===== config.mk =====
export PLATFORM = sky130hd
export DESIGN_NAME = dog_based_homing_sequencer
export DESIGN_NICKNAME = d
export VERILOG_FILES = /design/src/logic/homing_pkg.sv /design/src/logic/dog_based_homing_sequencer.sv /design/src/logic/pin_sync.sv
export SDC_FILE = /design/constraint.sdc
export NUM_CORES = 1
export LEC_CHECK = 0
export ABC_AREA = 1
export BUFFER_PORTS_ARGS = -buffer_cell sky130_fd_sc_hd__buf_4
export CAP_MARGIN = 20
export CORE_MARGIN = 3
export CORE_UTILIZATION = 60
export CTS_BUF_LIST = sky130_fd_sc_hd__clkbuf_8
export DETAILED_ROUTE_END_ITERATION = 6
export PLACE_DENSITY = 0.79
export SLEW_MARGIN = 25
export SYNTH_ARGS = -nofsm -noshare
export SYNTH_HDL_FRONTEND = slang
export SYNTH_HIERARCHICAL = 1
export SYNTH_SLANG_ARGS = --single-unit

===== constraint.sdc =====
create_clock -name mclk -period 6.7 [get_ports mclk]
set_input_delay 0.335 -clock mclk [delete_from_list [all_inputs] [get_ports mclk]]
set_output_delay 0.335 -clock mclk [all_outputs]
set_load 0.05 [all_outputs]

===== src/logic/homing_pkg.sv =====
// Constants, codes and reset values for the dog-based homing sequencer.
// Assumes one 40 MHz clock and a synchronous active-high reset.
package homing_pkg;
  localparam int POS_W = 32;
  localparam int SPD_W = 16;
  localparam logic [3:0] METHOD_REAR = 4'h5;
  localparam logic [3:0] METHOD_FRONT = 4'h6;
  localparam logic [3:0] METHOD_CRADLE = 4'h7;
  localparam logic [POS_W-1:0] POS_RESET = 32'h00000000;
  localparam logic [SPD_W-1:0] SPD_RESET = 16'h0000;
  localparam logic [2:0] IRQ_RESET = 3'h0;
  localparam int IRQ_DONE = 0;
  localparam int IRQ_ABORT = 1;
  localparam int IRQ_DOG = 2;
  localparam logic [3:0] ADDR_CTRL = 4'h0;
  localparam logic [3:0] ADDR_STATUS = 4'h1;
  localparam logic [3:0] ADDR_IRQ_STAT = 4'h2;
  localparam logic [3:0] ADDR_IRQ_MASK = 4'h3;
  localparam logic [3:0] ADDR_POSITION = 4'h4;
  localparam int unsigned CLK_HZ = 40000000;
  localparam int unsigned DOG_TIMEOUT_MS = 1000;
  localparam int unsigned DOG_TIMEOUT_CYC = CLK_HZ / 1000 * DOG_TIMEOUT_MS;
  typedef enum logic [2:0] {
    HS_IDLE = 3'b000,
    HS_FAST = 3'b001,
    HS_CREEP = 3'b011,
    HS_COUNT = 3'b010,
    HS_DONE = 3'b110,
    HS_ABORT = 3'b111
  } home_state_type;
endpackage


===== src/logic/dog_based_homing_sequencer.sv =====
// Homing sequencer: dog rear-end, counted front-end and dog cradle.
// Assumes the host holds config stable while homing runs; pins are async.
`timescale 1ns/10ps
`default_nettype none
module dog_based_homing_sequencer
  import homing_pkg::*;
#(
  parameter int unsigned DOG_TIMEOUT = DOG_TIMEOUT_CYC
) (
  input wire logic mclk,
  input wire logic sys_rst,
  input wire logic dogPin,
  input wire logic zPhasePin,
  input wire logic posPulse,
  input wire logic auto_manual_select,
  input wire logic [7:0] pointSel,
  input wire logic pos_speed_source_select,
  input wire logic twoStations,
  input wire logic homeStart,
  input wire logic [3:0] regAddr,
  input wire logic [31:0] regWdata,
  input wire logic regWr,
  input wire logic regRd,
  output logic [31:0] regRdata,
  output logic [SPD_W-1:0] speedCmd,
  output logic speedDir,
  output logic [SPD_W-1:0] rampTime,
  output logic homing_complete_flag,
  output logic homingBusy,
  output logic homingAbort,
  output logic irq
);
  localparam int TO_W = $clog2(DOG_TIMEOUT + 1);
  // Config fields held in software registers
  logic [3:0] homing_method_cfg_q;
  logic homing_direction_cfg_q;
  logic dog_polarity_cfg_q;
  logic [SPD_W-1:0] homing_speed_cfg_q;
  logic [SPD_W-1:0] creep_speed_cfg_q;
  logic [POS_W-1:0] home_shift_distance_cfg_q;
  logic [POS_W-1:0] home_position_data_cfg_q;
  logic [POS_W-1:0] after_dog_distance_cfg_q;
  logic [SPD_W-1:0] point1Accel_q;
  logic [2:0] irqStat_q;
  logic [2:0] irqMask_q;
  logic [POS_W-1:0] position_q;
  home_state_type state_q;
  logic [POS_W-1:0] distLeft_q;
  logic [TO_W-1:0] timeout_q;
  logic dogSeen_q;
  logic dogPrev_q;
  logic zPrev_q;
  logic pulsePrev_q;
  logic [2:0] syncPins;
  logic dogActive;
  logic zEdge;
  logic moveTick;
  logic manualMode;
  logic startOk;
  logic evDone;
  logic evAbort;
  logic evDog;
  logic [POS_W-1:0] totalDist;

  pin_sync #(
    .WIDTH(3)
  ) u_sync (
    .mclk(mclk),
    .sys_rst(sys_rst),
    .asyncIn({posPulse, zPhasePin, dogPin}),
    .syncOut(syncPins)
  );

  assign dogActive = syncPins[0] ^ dog_polarity_cfg_q;
  assign zEdge = syncPins[1] & ~zPrev_q;
  assign moveTick = syncPins[2] & ~pulsePrev_q;
  // Host must select manual mode with all point bits low
  assign manualMode = auto_manual_select & (pointSel == 8'h00);
  assign startOk = manualMode & (~twoStations | pos_speed_source_select);
  // Shift and after-dog distances stay separate settings
  assign totalDist = after_dog_distance_cfg_q + home_shift_distance_cfg_q;

  always_ff @(posedge mclk) begin
    if (sys_rst) begin
      dogPrev_q <= 1'b0;
      zPrev_q <= 1'b0;
      pulsePrev_q <= 1'b0;
    end else begin
      dogPrev_q <= dogActive;
      zPrev_q <= syncPins[1];
      pulsePrev_q <= syncPins[2];
    end
  end

  // Sequencer; count-type home shifts with speed since decel starts at edge
  always_ff @(posedge mclk) begin
    if (sys_rst) begin
      state_q <= HS_IDLE;
      distLeft_q <= POS_RESET;
      timeout_q <= '0;
      dogSeen_q <= 1'b0;
    end else begin
      case (state_q)
        HS_IDLE, HS_DONE, HS_ABORT: begin
          if (homeStart && startOk) begin
            if (homing_method_cfg_q == METHOD_REAR ||
                homing_method_cfg_q == METHOD_FRONT ||
                homing_method_cfg_q == METHOD_CRADLE) begin
              state_q <= HS_FAST;
              timeout_q <= TO_W'(DOG_TIMEOUT);
              dogSeen_q <= 1'b0;
            end else begin
              state_q <= HS_ABORT;
            end
          end
        end
        HS_FAST: begin
          if (dogActive && !dogPrev_q) begin
            dogSeen_q <= 1'b1;
            timeout_q <= TO_W'(DOG_TIMEOUT);
            if (homing_method_cfg_q == METHOD_FRONT) begin
              state_q <= HS_COUNT;
              distLeft_q <= totalDist;
            end else begin
              state_q <= HS_CREEP;
            end
          end else if (timeout_q == '0) begin
            state_q <= HS_ABORT;
          end else begin
            timeout_q <= timeout_q - 1'b1;
          end
        end
        HS_CREEP: begin
          // Rear-end waits for dog release; Z-phase ignored there
          if (homing_method_cfg_q == METHOD_CRADLE && zEdge) begin
            state_q <= HS_COUNT;
            distLeft_q <= home_shift_distance_cfg_q;
          end else if (homing_method_cfg_q == METHOD_REAR &&
                       !dogActive && dogPrev_q) begin
            state_q <= HS_COUNT;
            distLeft_q <= totalDist;
          end else if (timeout_q == '0) begin
            state_q <= HS_ABORT;
          end else begin
            timeout_q <= timeout_q - 1'b1;
          end
        end
        HS_COUNT: begin
          if (distLeft_q == POS_RESET) begin
            state_q <= HS_DONE;
          end else if (moveTick) begin
            distLeft_q <= distLeft_q - 1'b1;
            timeout_q <= TO_W'(DOG_TIMEOUT);
          end else if (timeout_q == '0) begin
            state_q <= HS_ABORT;
          end else begin
            timeout_q <= timeout_q - 1'b1;
          end
        end
        default: begin
          state_q <= HS_IDLE;
        end
      endcase
    end
  end

  // Motion command outputs; edge error scales with this speed
  always_ff @(posedge mclk) begin
    if (sys_rst) begin
      speedCmd <= SPD_RESET;
      speedDir <= 1'b0;
      rampTime <= SPD_RESET;
      homingBusy <= 1'b0;
      homingAbort <= 1'b0;
    end else begin
      speedDir <= homing_direction_cfg_q;
      rampTime <= point1Accel_q;
      homingBusy <= (state_q == HS_FAST) || (state_q == HS_CREEP) ||
                    (state_q == HS_COUNT);
      homingAbort <= (state_q == HS_ABORT);
      case (state_q)
        HS_FAST: speedCmd <= homing_speed_cfg_q;
        HS_CREEP, HS_COUNT: speedCmd <= creep_speed_cfg_q;
        default: speedCmd <= SPD_RESET;
      endcase
    end
  end

  // Completion flag only after home data captured
  always_ff @(posedge mclk) begin
    if (sys_rst) begin
      homing_complete_flag <= 1'b0;
    end else if (state_q == HS_DONE) begin
      homing_complete_flag <= 1'b1;
    end else begin
      homing_complete_flag <= 1'b0;
    end
  end

  // Position counter: loaded at home, then follows travel pulses
  always_ff @(posedge mclk) begin
    if (sys_rst) begin
      position_q <= POS_RESET;
    end else if (state_q == HS_COUNT && distLeft_q == POS_RESET) begin
      position_q <= home_position_data_cfg_q;
    end else if (moveTick) begin
      if (homing_direction_cfg_q) begin
        position_q <= position_q - 1'b1;
      end else begin
        position_q <= position_q + 1'b1;
      end
    end
  end

  assign evDone = (state_q == HS_COUNT) && (distLeft_q == POS_RESET);
  // First cycle in abort, timeout or bad method alike
  assign evAbort = (state_q == HS_ABORT) && !homingAbort;
  assign evDog = (state_q == HS_FAST) && dogActive && !dogPrev_q;

  // Sticky flags; a new event wins over a write-one clear
  always_ff @(posedge mclk) begin
    if (sys_rst) begin
      irqStat_q <= IRQ_RESET;
    end else begin
      irqStat_q <= (irqStat_q &
                    ~((regWr && regAddr == ADDR_IRQ_STAT) ? regWdata[2:0]
                                                         : 3'h0)) |
                   {evDog, evAbort, evDone};
    end
  end

  always_ff @(posedge mclk) begin
    if (sys_rst) begin
      irq <= 1'b0;
    end else begin
      irq <= |(irqStat_q & irqMask_q);
    end
  end

  // Register writes
  always_ff @(posedge mclk) begin
    if (sys_rst) begin
      homing_method_cfg_q <= 4'h0;
      homing_direction_cfg_q <= 1'b0;
      dog_polarity_cfg_q <= 1'b0;
      homing_speed_cfg_q <= SPD_RESET;
      creep_speed_cfg_q <= SPD_RESET;
      home_shift_distance_cfg_q <= POS_RESET;
      home_position_data_cfg_q <= POS_RESET;
      after_dog_distance_cfg_q <= POS_RESET;
      point1Accel_q <= SPD_RESET;
      irqMask_q <= IRQ_RESET;
    end else if (regWr) begin
      case (regAddr)
        ADDR_CTRL: begin
          homing_method_cfg_q <= regWdata[3:0];
          homing_direction_cfg_q <= regWdata[4];
          dog_polarity_cfg_q <= regWdata[5];
        end
        4'h5: homing_speed_cfg_q <= regWdata[SPD_W-1:0];
        4'h6: creep_speed_cfg_q <= regWdata[SPD_W-1:0];
        4'h7: home_shift_distance_cfg_q <= regWdata;
        4'h8: home_position_data_cfg_q <= regWdata;
        4'h9: after_dog_distance_cfg_q <= regWdata;
        4'hA: point1Accel_q <= regWdata[SPD_W-1:0];
        ADDR_IRQ_MASK: irqMask_q <= regWdata[2:0];
        default: begin
        end
      endcase
    end
  end

  // Read data one cycle after strobe, zero otherwise
  always_ff @(posedge mclk) begin
    if (sys_rst) begin
      regRdata <= 32'h00000000;
    end else if (regRd) begin
      case (regAddr)
        ADDR_CTRL: regRdata <= {26'h0, dog_polarity_cfg_q,
                                homing_direction_cfg_q, homing_method_cfg_q};
        ADDR_STATUS: regRdata <= {25'h0, dogSeen_q, homingAbort,
                                  homing_complete_flag, state_q, homingBusy};
        ADDR_IRQ_STAT: regRdata <= {29'h0, irqStat_q};
        ADDR_IRQ_MASK: regRdata <= {29'h0, irqMask_q};
        ADDR_POSITION: regRdata <= position_q;
        4'h5: regRdata <= {16'h0, homing_speed_cfg_q};
        4'h6: regRdata <= {16'h0, creep_speed_cfg_q};
        4'h7: regRdata <= home_shift_distance_cfg_q;
        4'h8: regRdata <= home_position_data_cfg_q;
        4'h9: regRdata <= after_dog_distance_cfg_q;
        4'hA: regRdata <= {16'h0, point1Accel_q};
        default: regRdata <= 32'h00000000;
      endcase
    end else begin
      regRdata <= 32'h00000000;
    end
  end
endmodule // dog_based_homing_sequencer
`default_nettype wire


===== src/logic/pin_sync.sv =====
// Two-flop synchroniser for a bank of asynchronous pins.
// Assumes the inputs are levels slower than the clock.
`timescale 1ns/10ps
`default_nettype none
module pin_sync #(
  parameter int WIDTH = 4
) (
  input wire logic mclk,
  input wire logic sys_rst,
  input wire logic [WIDTH-1:0] asyncIn,
  output logic [WIDTH-1:0] syncOut
);
  logic [WIDTH-1:0] meta_q;
  always_ff @(posedge mclk) begin
    if (sys_rst) begin
      meta_q <= '0;
      syncOut <= '0;
    end else begin
      meta_q <= asyncIn;
      syncOut <= meta_q;
    end
  end
endmodule // pin_sync
`default_nettype wire


# Yosys cells after proc, flatten, opt, wreduce, memory -nomap -nowiden
# Index checks and enable logic that the tools add are counted.
# W data, S select, Z words.
# word_totals
input_bits	55
ff_bits	328
# op_classes
n_reduce_logical	42
n_eq_ne	28
n_bitwise	14
n_addsub	5
muxes	37
# op_table
op	count
$pmux W32 S11	1
$mux W32	9
$mux W26	8
$pmux W26 S4	1
$pmux W32 S3	1
$sub A32 B1 Y32 const B	2
$add A32 B1 Y32 const B	1
$add A32 B32 Y32	1
$logic_not A32 Y1	1
$pmux W16 S2	1
$eq A4 B3 Y1 const B	7
$mux W3	9
$logic_not A26 Y1	1
$sub A26 B1 Y26 const B	1
$reduce_and A2 Y1	9
$ne A2 B2 Y1 const B	8
$eq A4 B4 Y1 const B	3
$pmux W3 S4	1
$reduce_and A6 Y1	2
$logic_and A1 B1 Y1	10
$eq A4 B2 Y1 const B	2
$logic_not A8 Y1	1
$and A3 B3 Y3	2
$eq A3 B2 Y1 const B	2
23 further kinds	42

# Logic depth before layout (Yosys ltp)
# Gate-level depths: netlist of the first run.
# logic_depth
ltp_word	7
mapped_depth	14

# Modules after synthesis
# The synthesis of the first run kept the hierarchy.
# modules_own_cells
mod	cells_each	n_inst	area_each_um2	seq_area_each_um2
dog_based_homing_sequencer	2942	1	18848.1	6446.2
pin_sync	18	1	165.2	120.1

# Least setup slack after synthesis of the first run
# Ideal clock, no wire load.
# synth_path
kind	reg-to-reg
start	reg homing_direction_cfg_q
end	reg position_q[30]
period_less_slack_ps	2605
slack_ps	4095
t_arrival_ps	2473
setup_time_ps	132
stages_incl_launch_ff	15
cell_sequence	dfxtp_1 inv_1 fa_1 inv_1 nand3_1 nand3_1 nand2_1 nand2_1 nand2_1 nand2_1 nand2_1 nand2_1 nand2_1 nand3_1 a21oi_1
# synth_via
elab_chain_len	3
# synth_rtl
element	line	text
from (decl)	dog_based_homing_sequencer.sv:36	logic homing_direction_cfg_q;
from (signal assigned)	dog_based_homing_sequencer.sv:257	homing_direction_cfg_q <= regWdata[4];
$mux W32	dog_based_homing_sequencer.sv:207	if (homing_direction_cfg_q) begin
$mux W32	dog_based_homing_sequencer.sv:206	end else if (moveTick) begin
$mux W32	dog_based_homing_sequencer.sv:204	end else if (state_q == HS_COUNT && distLeft_q == POS_RESET) begin
to (signal assigned)	dog_based_homing_sequencer.sv:205	position_q <= home_position_data_cfg_q;
to (signal assigned)	dog_based_homing_sequencer.sv:208	position_q <= position_q - 1'b1;
to (signal assigned)	dog_based_homing_sequencer.sv:210	position_q <= position_q + 1'b1;
to (decl)	dog_based_homing_sequencer.sv:46	logic [POS_W-1:0] position_q;
# No other way between the ends. The select of a mux whose other input is x is not followed.
# A chain may end at the register's enable or synchronous reset.

# Final worst setup path of the first run
# layout_path
start	reg state_q[2]
end	reg distLeft_q[2]
# layout_via
elab_chain_len	3
word_cells_on_any_way	11
classes_between	8 x eq/ne; 1 x mux; 2 x reduce/logical
# layout_rtl
element	line	text
from (decl)	dog_based_homing_sequencer.sv:47	home_state_type state_q;
from (signal assigned)	dog_based_homing_sequencer.sv:98	state_q <= HS_IDLE;
from (signal assigned)	dog_based_homing_sequencer.sv:109	state_q <= HS_FAST;
from (signal assigned)	dog_based_homing_sequencer.sv:113	state_q <= HS_ABORT;
$eq A3 B2 Y1 / $eq A3 B1 Y1 (equally long branches)	dog_based_homing_sequencer.sv:103	case (state_q)
$ne A3 B3 Y1 (no source line), or another cell as far along	-	
$reduce_and A6 Y1 (no source line)	-	
to (signal assigned)	dog_based_homing_sequencer.sv:123	distLeft_q <= totalDist;
to (signal assigned)	dog_based_homing_sequencer.sv:137	distLeft_q <= home_shift_distance_cfg_q;
to (signal assigned)	dog_based_homing_sequencer.sv:141	distLeft_q <= totalDist;
to (decl)	dog_based_homing_sequencer.sv:48	logic [POS_W-1:0] distLeft_q;
# Parallel ways exist; a longest one is shown, timed or not.

==> results of run 1 <==
-- power breakdown --
group          leakage (uW)  internal [uW]  switching, uW
Sequential          0.00266           2070            126
Combinational       0.00629            671           1520
Clock              0.000619            941            859
Total               0.00956           3680           2510
-- cells by family (layout without fill, tap and decap cells) --
family,count (synthesis),in the layout,synth area share (%)
compound gates,675,675,19.4
fa+ha+maj,66,66,4.42
xor+xnor,42,42,1.93
simple gates,1340,1340,29.2
flops,328,328,34.5
buf+inv,509,645,10.4
-- sequential cells by signal, summed over array words and instances (netlist names), 4 cells and up --
signal / cells
after_dog_distance_cfg_q: 32
creep_speed_cfg_q: 16
distLeft_q: 32
home_position_data_cfg_q: 32
home_shift_distance_cfg_q: 32
homing_method_cfg_q: 4
homing_speed_cfg_q: 16
point1Accel_q: 16
position_q: 32
rampTime: 16
regRdata: 32
speedCmd: 16
timeout_q: 26
-- critical path: cells and delay by family (launching register included) --
family                 cells  cell delay [ns]
flip-flops                 1             0.38
AO/OA/AOI/OAI              2             0.28
AND/OR/NAND/NOR            4             1.66
buffers and inverters      2             0.78
-- layer usage --
metal | vias up | global-route usage, % | wire [um]
li1 | 9890 | - | -
met1 | 9349 | 49.6 | 26300
met2 | 1119 | 59.3 | 28200
met3 | 215 | 6.71 | 6420
met4 | 0 | 16.9 | 3050
met5 | - | 0 | 0
-- stage by stage --
stage	total power (uW)	area (um^2)	hold slack, ns	worst slack (ns)
after floorplan	3830	19000	0.388	4.10
after global placement	4310	20000	0.389	3.49
after detailed placement	4350	20000	0.395	3.33
after CTS	6140	21300	0.000963	3.52
after global routing	6570	21300	0.0322	3.21
final	6190	21300	0.0168	3.43
-- synth_stat cells (9+ instances only) --
| cell type | instances | share of area, % |
|---|---|---|
| nand2_1 | 700 | 14 |
| xnor2_1 | 11 | 0.51 |
| buf_2 | 11 | 0.29 |
| a221oi_1 | 30 | 1.4 |
| inv_1 | 386 | 7.6 |
| a31oi_1 | 11 | 0.36 |
| nor2_2 | 9 | 0.30 |
| nor2_1 | 348 | 6.9 |
| ha_1 | 64 | 4.2 |
| nand3_1 | 197 | 5.2 |
| nand4_1 | 25 | 0.82 |
| clkbuf_1 | 85 | 1.7 |
| o22ai_1 | 71 | 2.3 |
| a21oi_1 | 332 | 8.7 |
| o21ai_0 | 170 | 4.5 |
| dfxtp_1 | 328 | 35 |
| nor3_1 | 23 | 0.61 |
| xor2_1 | 31 | 1.4 |
| o21bai_1 | 14 | 0.55 |
| o21ai_1 | 25 | 0.66 |
-- how the worst max path moves through the flow --
stage	start	to	slack, ns	cells past startpoint
finish	state_q[2]	distLeft_q[2]	3.43	8
global route	state_q[2]	distLeft_q[0]	3.21	8
CTS	state_q[2]	distLeft_q[2]	3.52	8
detailed placement	regAddr[3]	home_shift_distance_cfg_q[12]	3.33	8
global placement	regAddr[3]	home_shift_distance_cfg_q[3]	3.49	8
floorplan	homing_direction_cfg_q	position_q[30]	4.10	14
-- area by class of cell --
class | count | area share [%]
Clock buffer | 67 | 4.33
Clock inverter | 28 | 0.781
Inverter | 398 | 7.03
Multi-Input combinational cell | 2123 | 49.1
Sequential cell | 328 | 30.8
Tap cell | 396 | 2.32
Timing Repair Buffer | 152 | 5.59
-- repair_timing --
| item | in CTS | in global routing |
|---|---|---|
| hold buffers | 20 | 0 |
| endpoints found under the hold margin | 43 | 0 |
| gates resized for setup | 0 | 0 |
==> flow_metrics.tcl, run 1 <==
set metrics [dict create \
    status "finished clean" \
    multi_input_area_um2 10500 \
    die_x_um 184 \
    fillCellCount 2790 \
    finalClockSkew_ns 0.0354 \
    ys_ff_latch 328 \
    dr.pass1.iters 7 \
    yosys_warnings 6 \
    start_util_pct 61.5 \
    synth_edf_count 0 \
    irDropWorstVdd_v 0.000340 \
    grt_max_degree 105 \
    power.density_nw_per_um2 290 \
    syn_to_final_growth_pct 12.1 \
    coreArea_um2 30900 \
    layout_common_cells "nand2_1 (698), inv_1 (399), nor2_1 (348), a21oi_1 (332), dfxtp_1 (328)" \
    critPathMaxStageDelay_ns 0.63 \
    worst-path-max-fanout 33 \
    leakagePower_uw 0.00956 \
    cap_viol_max_count 0 \
    grt_setup_unrepaired "false" \
    cp.arrival_ns 3.79 \
    cts_root_buffer "clkbuf_8" \
    ios 124 \
    antenna_found_initial 0 \
    ff2ff_setup_slack_ns 3.43 \
    hp-start "regWdata[11]" \
    drc 0 \
    drtIter0Drc 2469 \
    h-tree-depth 2 \
    cts_tree "yes" \
    criticalPathCategory "reg -> reg" \
    path_clk_slew_ns 0.07 \
    final_util_pct 69.0 \
    die_h_um 184 \
    fin_tns_setup_ns 0 \
    setup_viol 0 \
    syn-cell-area_um2 19000 \
    row_count 64 \
    layout.nets 3177 \
    hold_violations 0 \
    post-route-period-util_pct 48.8 \
    start_kind "register" \
    routed_wl_um 64000 \
    die_area_um2 33900 \
    final_common_cell "nand2_1" \
    wl_per_cell_um 18.3 \
    r2r_cells 8 \
    r2r_end "distLeft_q[2]" \
    crit_path_end_kind "register" \
    synthCells 2960 \
    seq_area_frac_synth_pct 34.5 \
    fmax_mhz 306 \
    globalplace.congestion 0.990 \
    port_buffers 123 \
    relSlewSlack_pct 26.5 \
    clock_path_buffers 3 \
    grt_pass1_vias 19400 \
    hpwl_um 46700 \
    post_synth_num_cell_types 49 \
    crit_chain "nor2_1 -> nand2_1 -> inv_2 -> nand4_4 -> nand2_4 -> inv_4 -> o21ai_0 -> a21oi_1" \
    hold_class "in -> reg" \
    vias_per_cell 5.89 \
    worstMarginPinSlew_ns 1.10 \
    drv_slew 0 \
    syn_area_per_cell_um2 6.42 \
    ant_nets 0 \
    dp.cells 3377 \
    cp.required_ns 7.22 \
    n_antenna_cell 0 \
    synth-async-reset-ratio_pct 0 \
    grt_pass1_wl_um 101000 \
    clock-sinks 328 \
    fin_cells 3492 \
    synth_nets 3081 \
    hold_depth 3 \
    gr-usage-all-layers_pct 37.3 \
    via_count 20600 \
    overflow 0 \
    slowest_stage "nand4_4" \
    synth_flop_cell "dfxtp_1" \
    cts_made_buffers 53 \
    r2r_start "state_q[2]" \
    finalWorstPathRequiredPeriod_ns 3.27 \
    hold_path_end "creep_speed_cfg_q[11]" \
    postCtsSetupRepairBufs 0 \
    drive_above_1_share_pct 8.24 \
    ff_latch_area_um2 6570 \
    clkLatencyLatePin_ns 0.67 \
]
Power figures use the tool's default switching activity.
==> run 2, diff against run 1 <==
ABC_AREA = 0   (was 1)
clock period = 3.2 ns   (was 6.7 ns; I/O delays follow)
==> flow_metrics.tcl, run 2 <==
set metrics [dict create \
    status "finished clean" \
    ios 124 \
    path_clk_slew_ns 0.06 \
    clock-sinks 328 \
    start_util_pct 61.8 \
    synth_flop_cell "dfxtp_1" \
    cts_root_buffer "clkbuf_8" \
    relSlewSlack_pct 38.0 \
    port_buffers 123 \
    final_area_um2 19800 \
    drv_slew 0 \
    cts_tree "yes" \
    post-route-period-util_pct 97.0 \
    grt_pass1_vias 16500 \
    start_kind "register" \
    leakagePower_uw 0.00772 \
    ys_top_cells_by_count "nand2_1 (411), dfxtp_1 (328), a21oi_1 (261)" \
    criticalPathCategory "reg -> reg" \
    holdWs_ns 0.0250 \
    crit_path_end_kind "register" \
    die_x_um 174 \
    fin_tns_setup_ns 0 \
    clkLatencyLatePin_ns 0.61 \
    drc 0 \
    hold_violations 0 \
    hold_depth 2 \
    hpwl_um 36700 \
    syn-cell-area_um2 16900 \
    routed_wl_um 53400 \
    layout.nets 2387 \
    synth.most_common_cell "nand2_1" \
    cp.required_ns 3.64 \
    wl_per_cell_um 19.9 \
    cp.arrival_ns 3.54 \
    synth_nets 2242 \
    ant_nets 0 \
    layout_common_cells "nand2_1 (411), dfxtp_1 (327), a21oi_1 (261), buf_4 (184), nor2_1 (161)" \
    worstMarginPinSlew_ns 0.922 \
    r2r_end "position_q[24]" \
    yosys_warnings 6 \
    vias_per_cell 6.40 \
    via_count 17100 \
    antenna_found_initial 0 \
    die_h_um 174 \
    setup_viol 0 \
    hold_path_end "homing_method_cfg_q[1]" \
    grt_pass1_wl_um 85400 \
    r2r_start "position_q[0]" \
    syn_to_final_growth_pct 17.4 \
    drtIter0Drc 1970 \
    syn_area_per_cell_um2 7.96 \
    finalClockSkew_ns 0.0285 \
    synth_edf_count 0 \
    final_util_pct 72.5 \
    globalplace.congestion 0.942 \
    dp.cells 2543 \
    worst-path-max-fanout 4 \
    n_antenna_cell 0 \
    finalWorstPathRequiredPeriod_ns 3.10 \
    coreArea_um2 27300 \
    hold_class "in -> reg" \
    grt_max_degree 91 \
    fin_cells 2679 \
    yosysTopAreaCell "dfxtp_1" \
    power.density_nw_per_um2 653 \
    fmax_mhz 322 \
    synthCells 2121 \
    placed_area_um2 18300 \
    die_area_um2 30200 \
    h-tree-depth 2 \
    r2r_cells 11 \
    dr.pass1.iters 7 \
    hp-start "sys_rst" \
    cap_viol_max_count 0 \
    row_count 60 \
    ys_ff_latch 328 \
    irDropWorstVdd_v 0.000584 \
    ff2ff_setup_slack_ns 0.1 \
    gr-usage-all-layers_pct 34.1 \
    final_common_cell "nand2_1" \
    post_synth_num_cell_types 81 \
    drive_above_1_share_pct 13.7 \
    cts_made_buffers 53 \
    synth-async-reset-ratio_pct 0 \
    seq_area_frac_synth_pct 38.9 \
    synth_top_area_share_pct 38.9 \
    overflow 0 \
    synth.area.top_cells "dfxtp_1 (39%), nand2_1 (9.1%), a21oi_1 (7.7%), ha_1 (4.7%), a22oi_1 (3.7%)" \
    clock_path_buffers 3 \
    grt_setup_unrepaired "true" \
]
## run 2: where the power goes
| part | total [uW] | leakage [uW] | switching, uW | internal, uW |
|---|---|---|---|---|
| clock network | 3800 | 0.000642 | 1730 | 2070 |
| logic | 4320 | 0.00442 | 2570 | 1740 |
| registers | 4820 | 0.00265 | 397 | 4430 |
| total | 12900 | 0.00772 | 4700 | 8240 |
## run 2: through the flow
stage	total power, uW	setup slack (ns)
detailed placement	9020	0.0394
finish	12900	0.0973
global placement	8920	0.172
global route	13600	-0.0479
CTS	12800	0.0123
floorplan	7810	0.124
## run 2: per-layer routing
metal  vias up  wire length (um)  track usage (%)
met2       926             24500             54.5
met5         -                 0                0
met1      8099             22000             45.7
met4         0              2180             14.9
met3       157              4790             5.41
li1       7963                 -                -
## run 2: worst max-delay path by stage
stage | cells past startpoint | slack, ns | from | end
finish | 11 | 0.1 | position_q[0] | position_q[24]
detailed placement | 11 | 0.04 | homing_direction_cfg_q | position_q[28]
global placement | 11 | 0.17 | position_q[0] | position_q[30]
CTS | 11 | 0.01 | homing_direction_cfg_q | position_q[28]
floorplan | 11 | 0.12 | homing_direction_cfg_q | position_q[24]
global route | 11 | -0.05 | homing_direction_cfg_q | position_q[25]
## run 2: what timing repair did
action,4_1_cts,5_1_grt
hold buffers,38,0
buffers inserted,0,2
resized for setup,0,14
endpoints found under the setup margin,0,22
endpoints found under the hold margin,161,0
## run 2: layout make-up
class / instances / area (um^2)
Clock inverter: 32 / 238
Inverter: 27 / 101
Clock buffer: 64 / 881
Tap cell: 372 / 465
Timing Repair Buffer: 225 / 1820
Fill cell: 2216 / 7510
Multi-Input combinational cell: 1631 / 9740
Sequential cell: 328 / 6570
## run 2: cells by family after synthesis
group | synth area share (%)
compound gates | 25.3
xor+xnor | 4.05
fa+ha+maj | 4.98
buf+inv | 3.81
flops | 38.9
mux | 0.978
simple gates | 22.0
## run 2: worst max-delay path, cell delays in order (launching register included)
cell	delay, ns
dfxtp_1	0.40
inv_1	0.08
fa_1	0.42
nand2b_1	0.17
a2111oi_1	0.43
nor3_2	0.12
a211oi_2	0.30
nor2_1	0.10
or2_2	0.30
a21boi_1	0.21
mux2i_1	0.26
a311oi_1	0.13
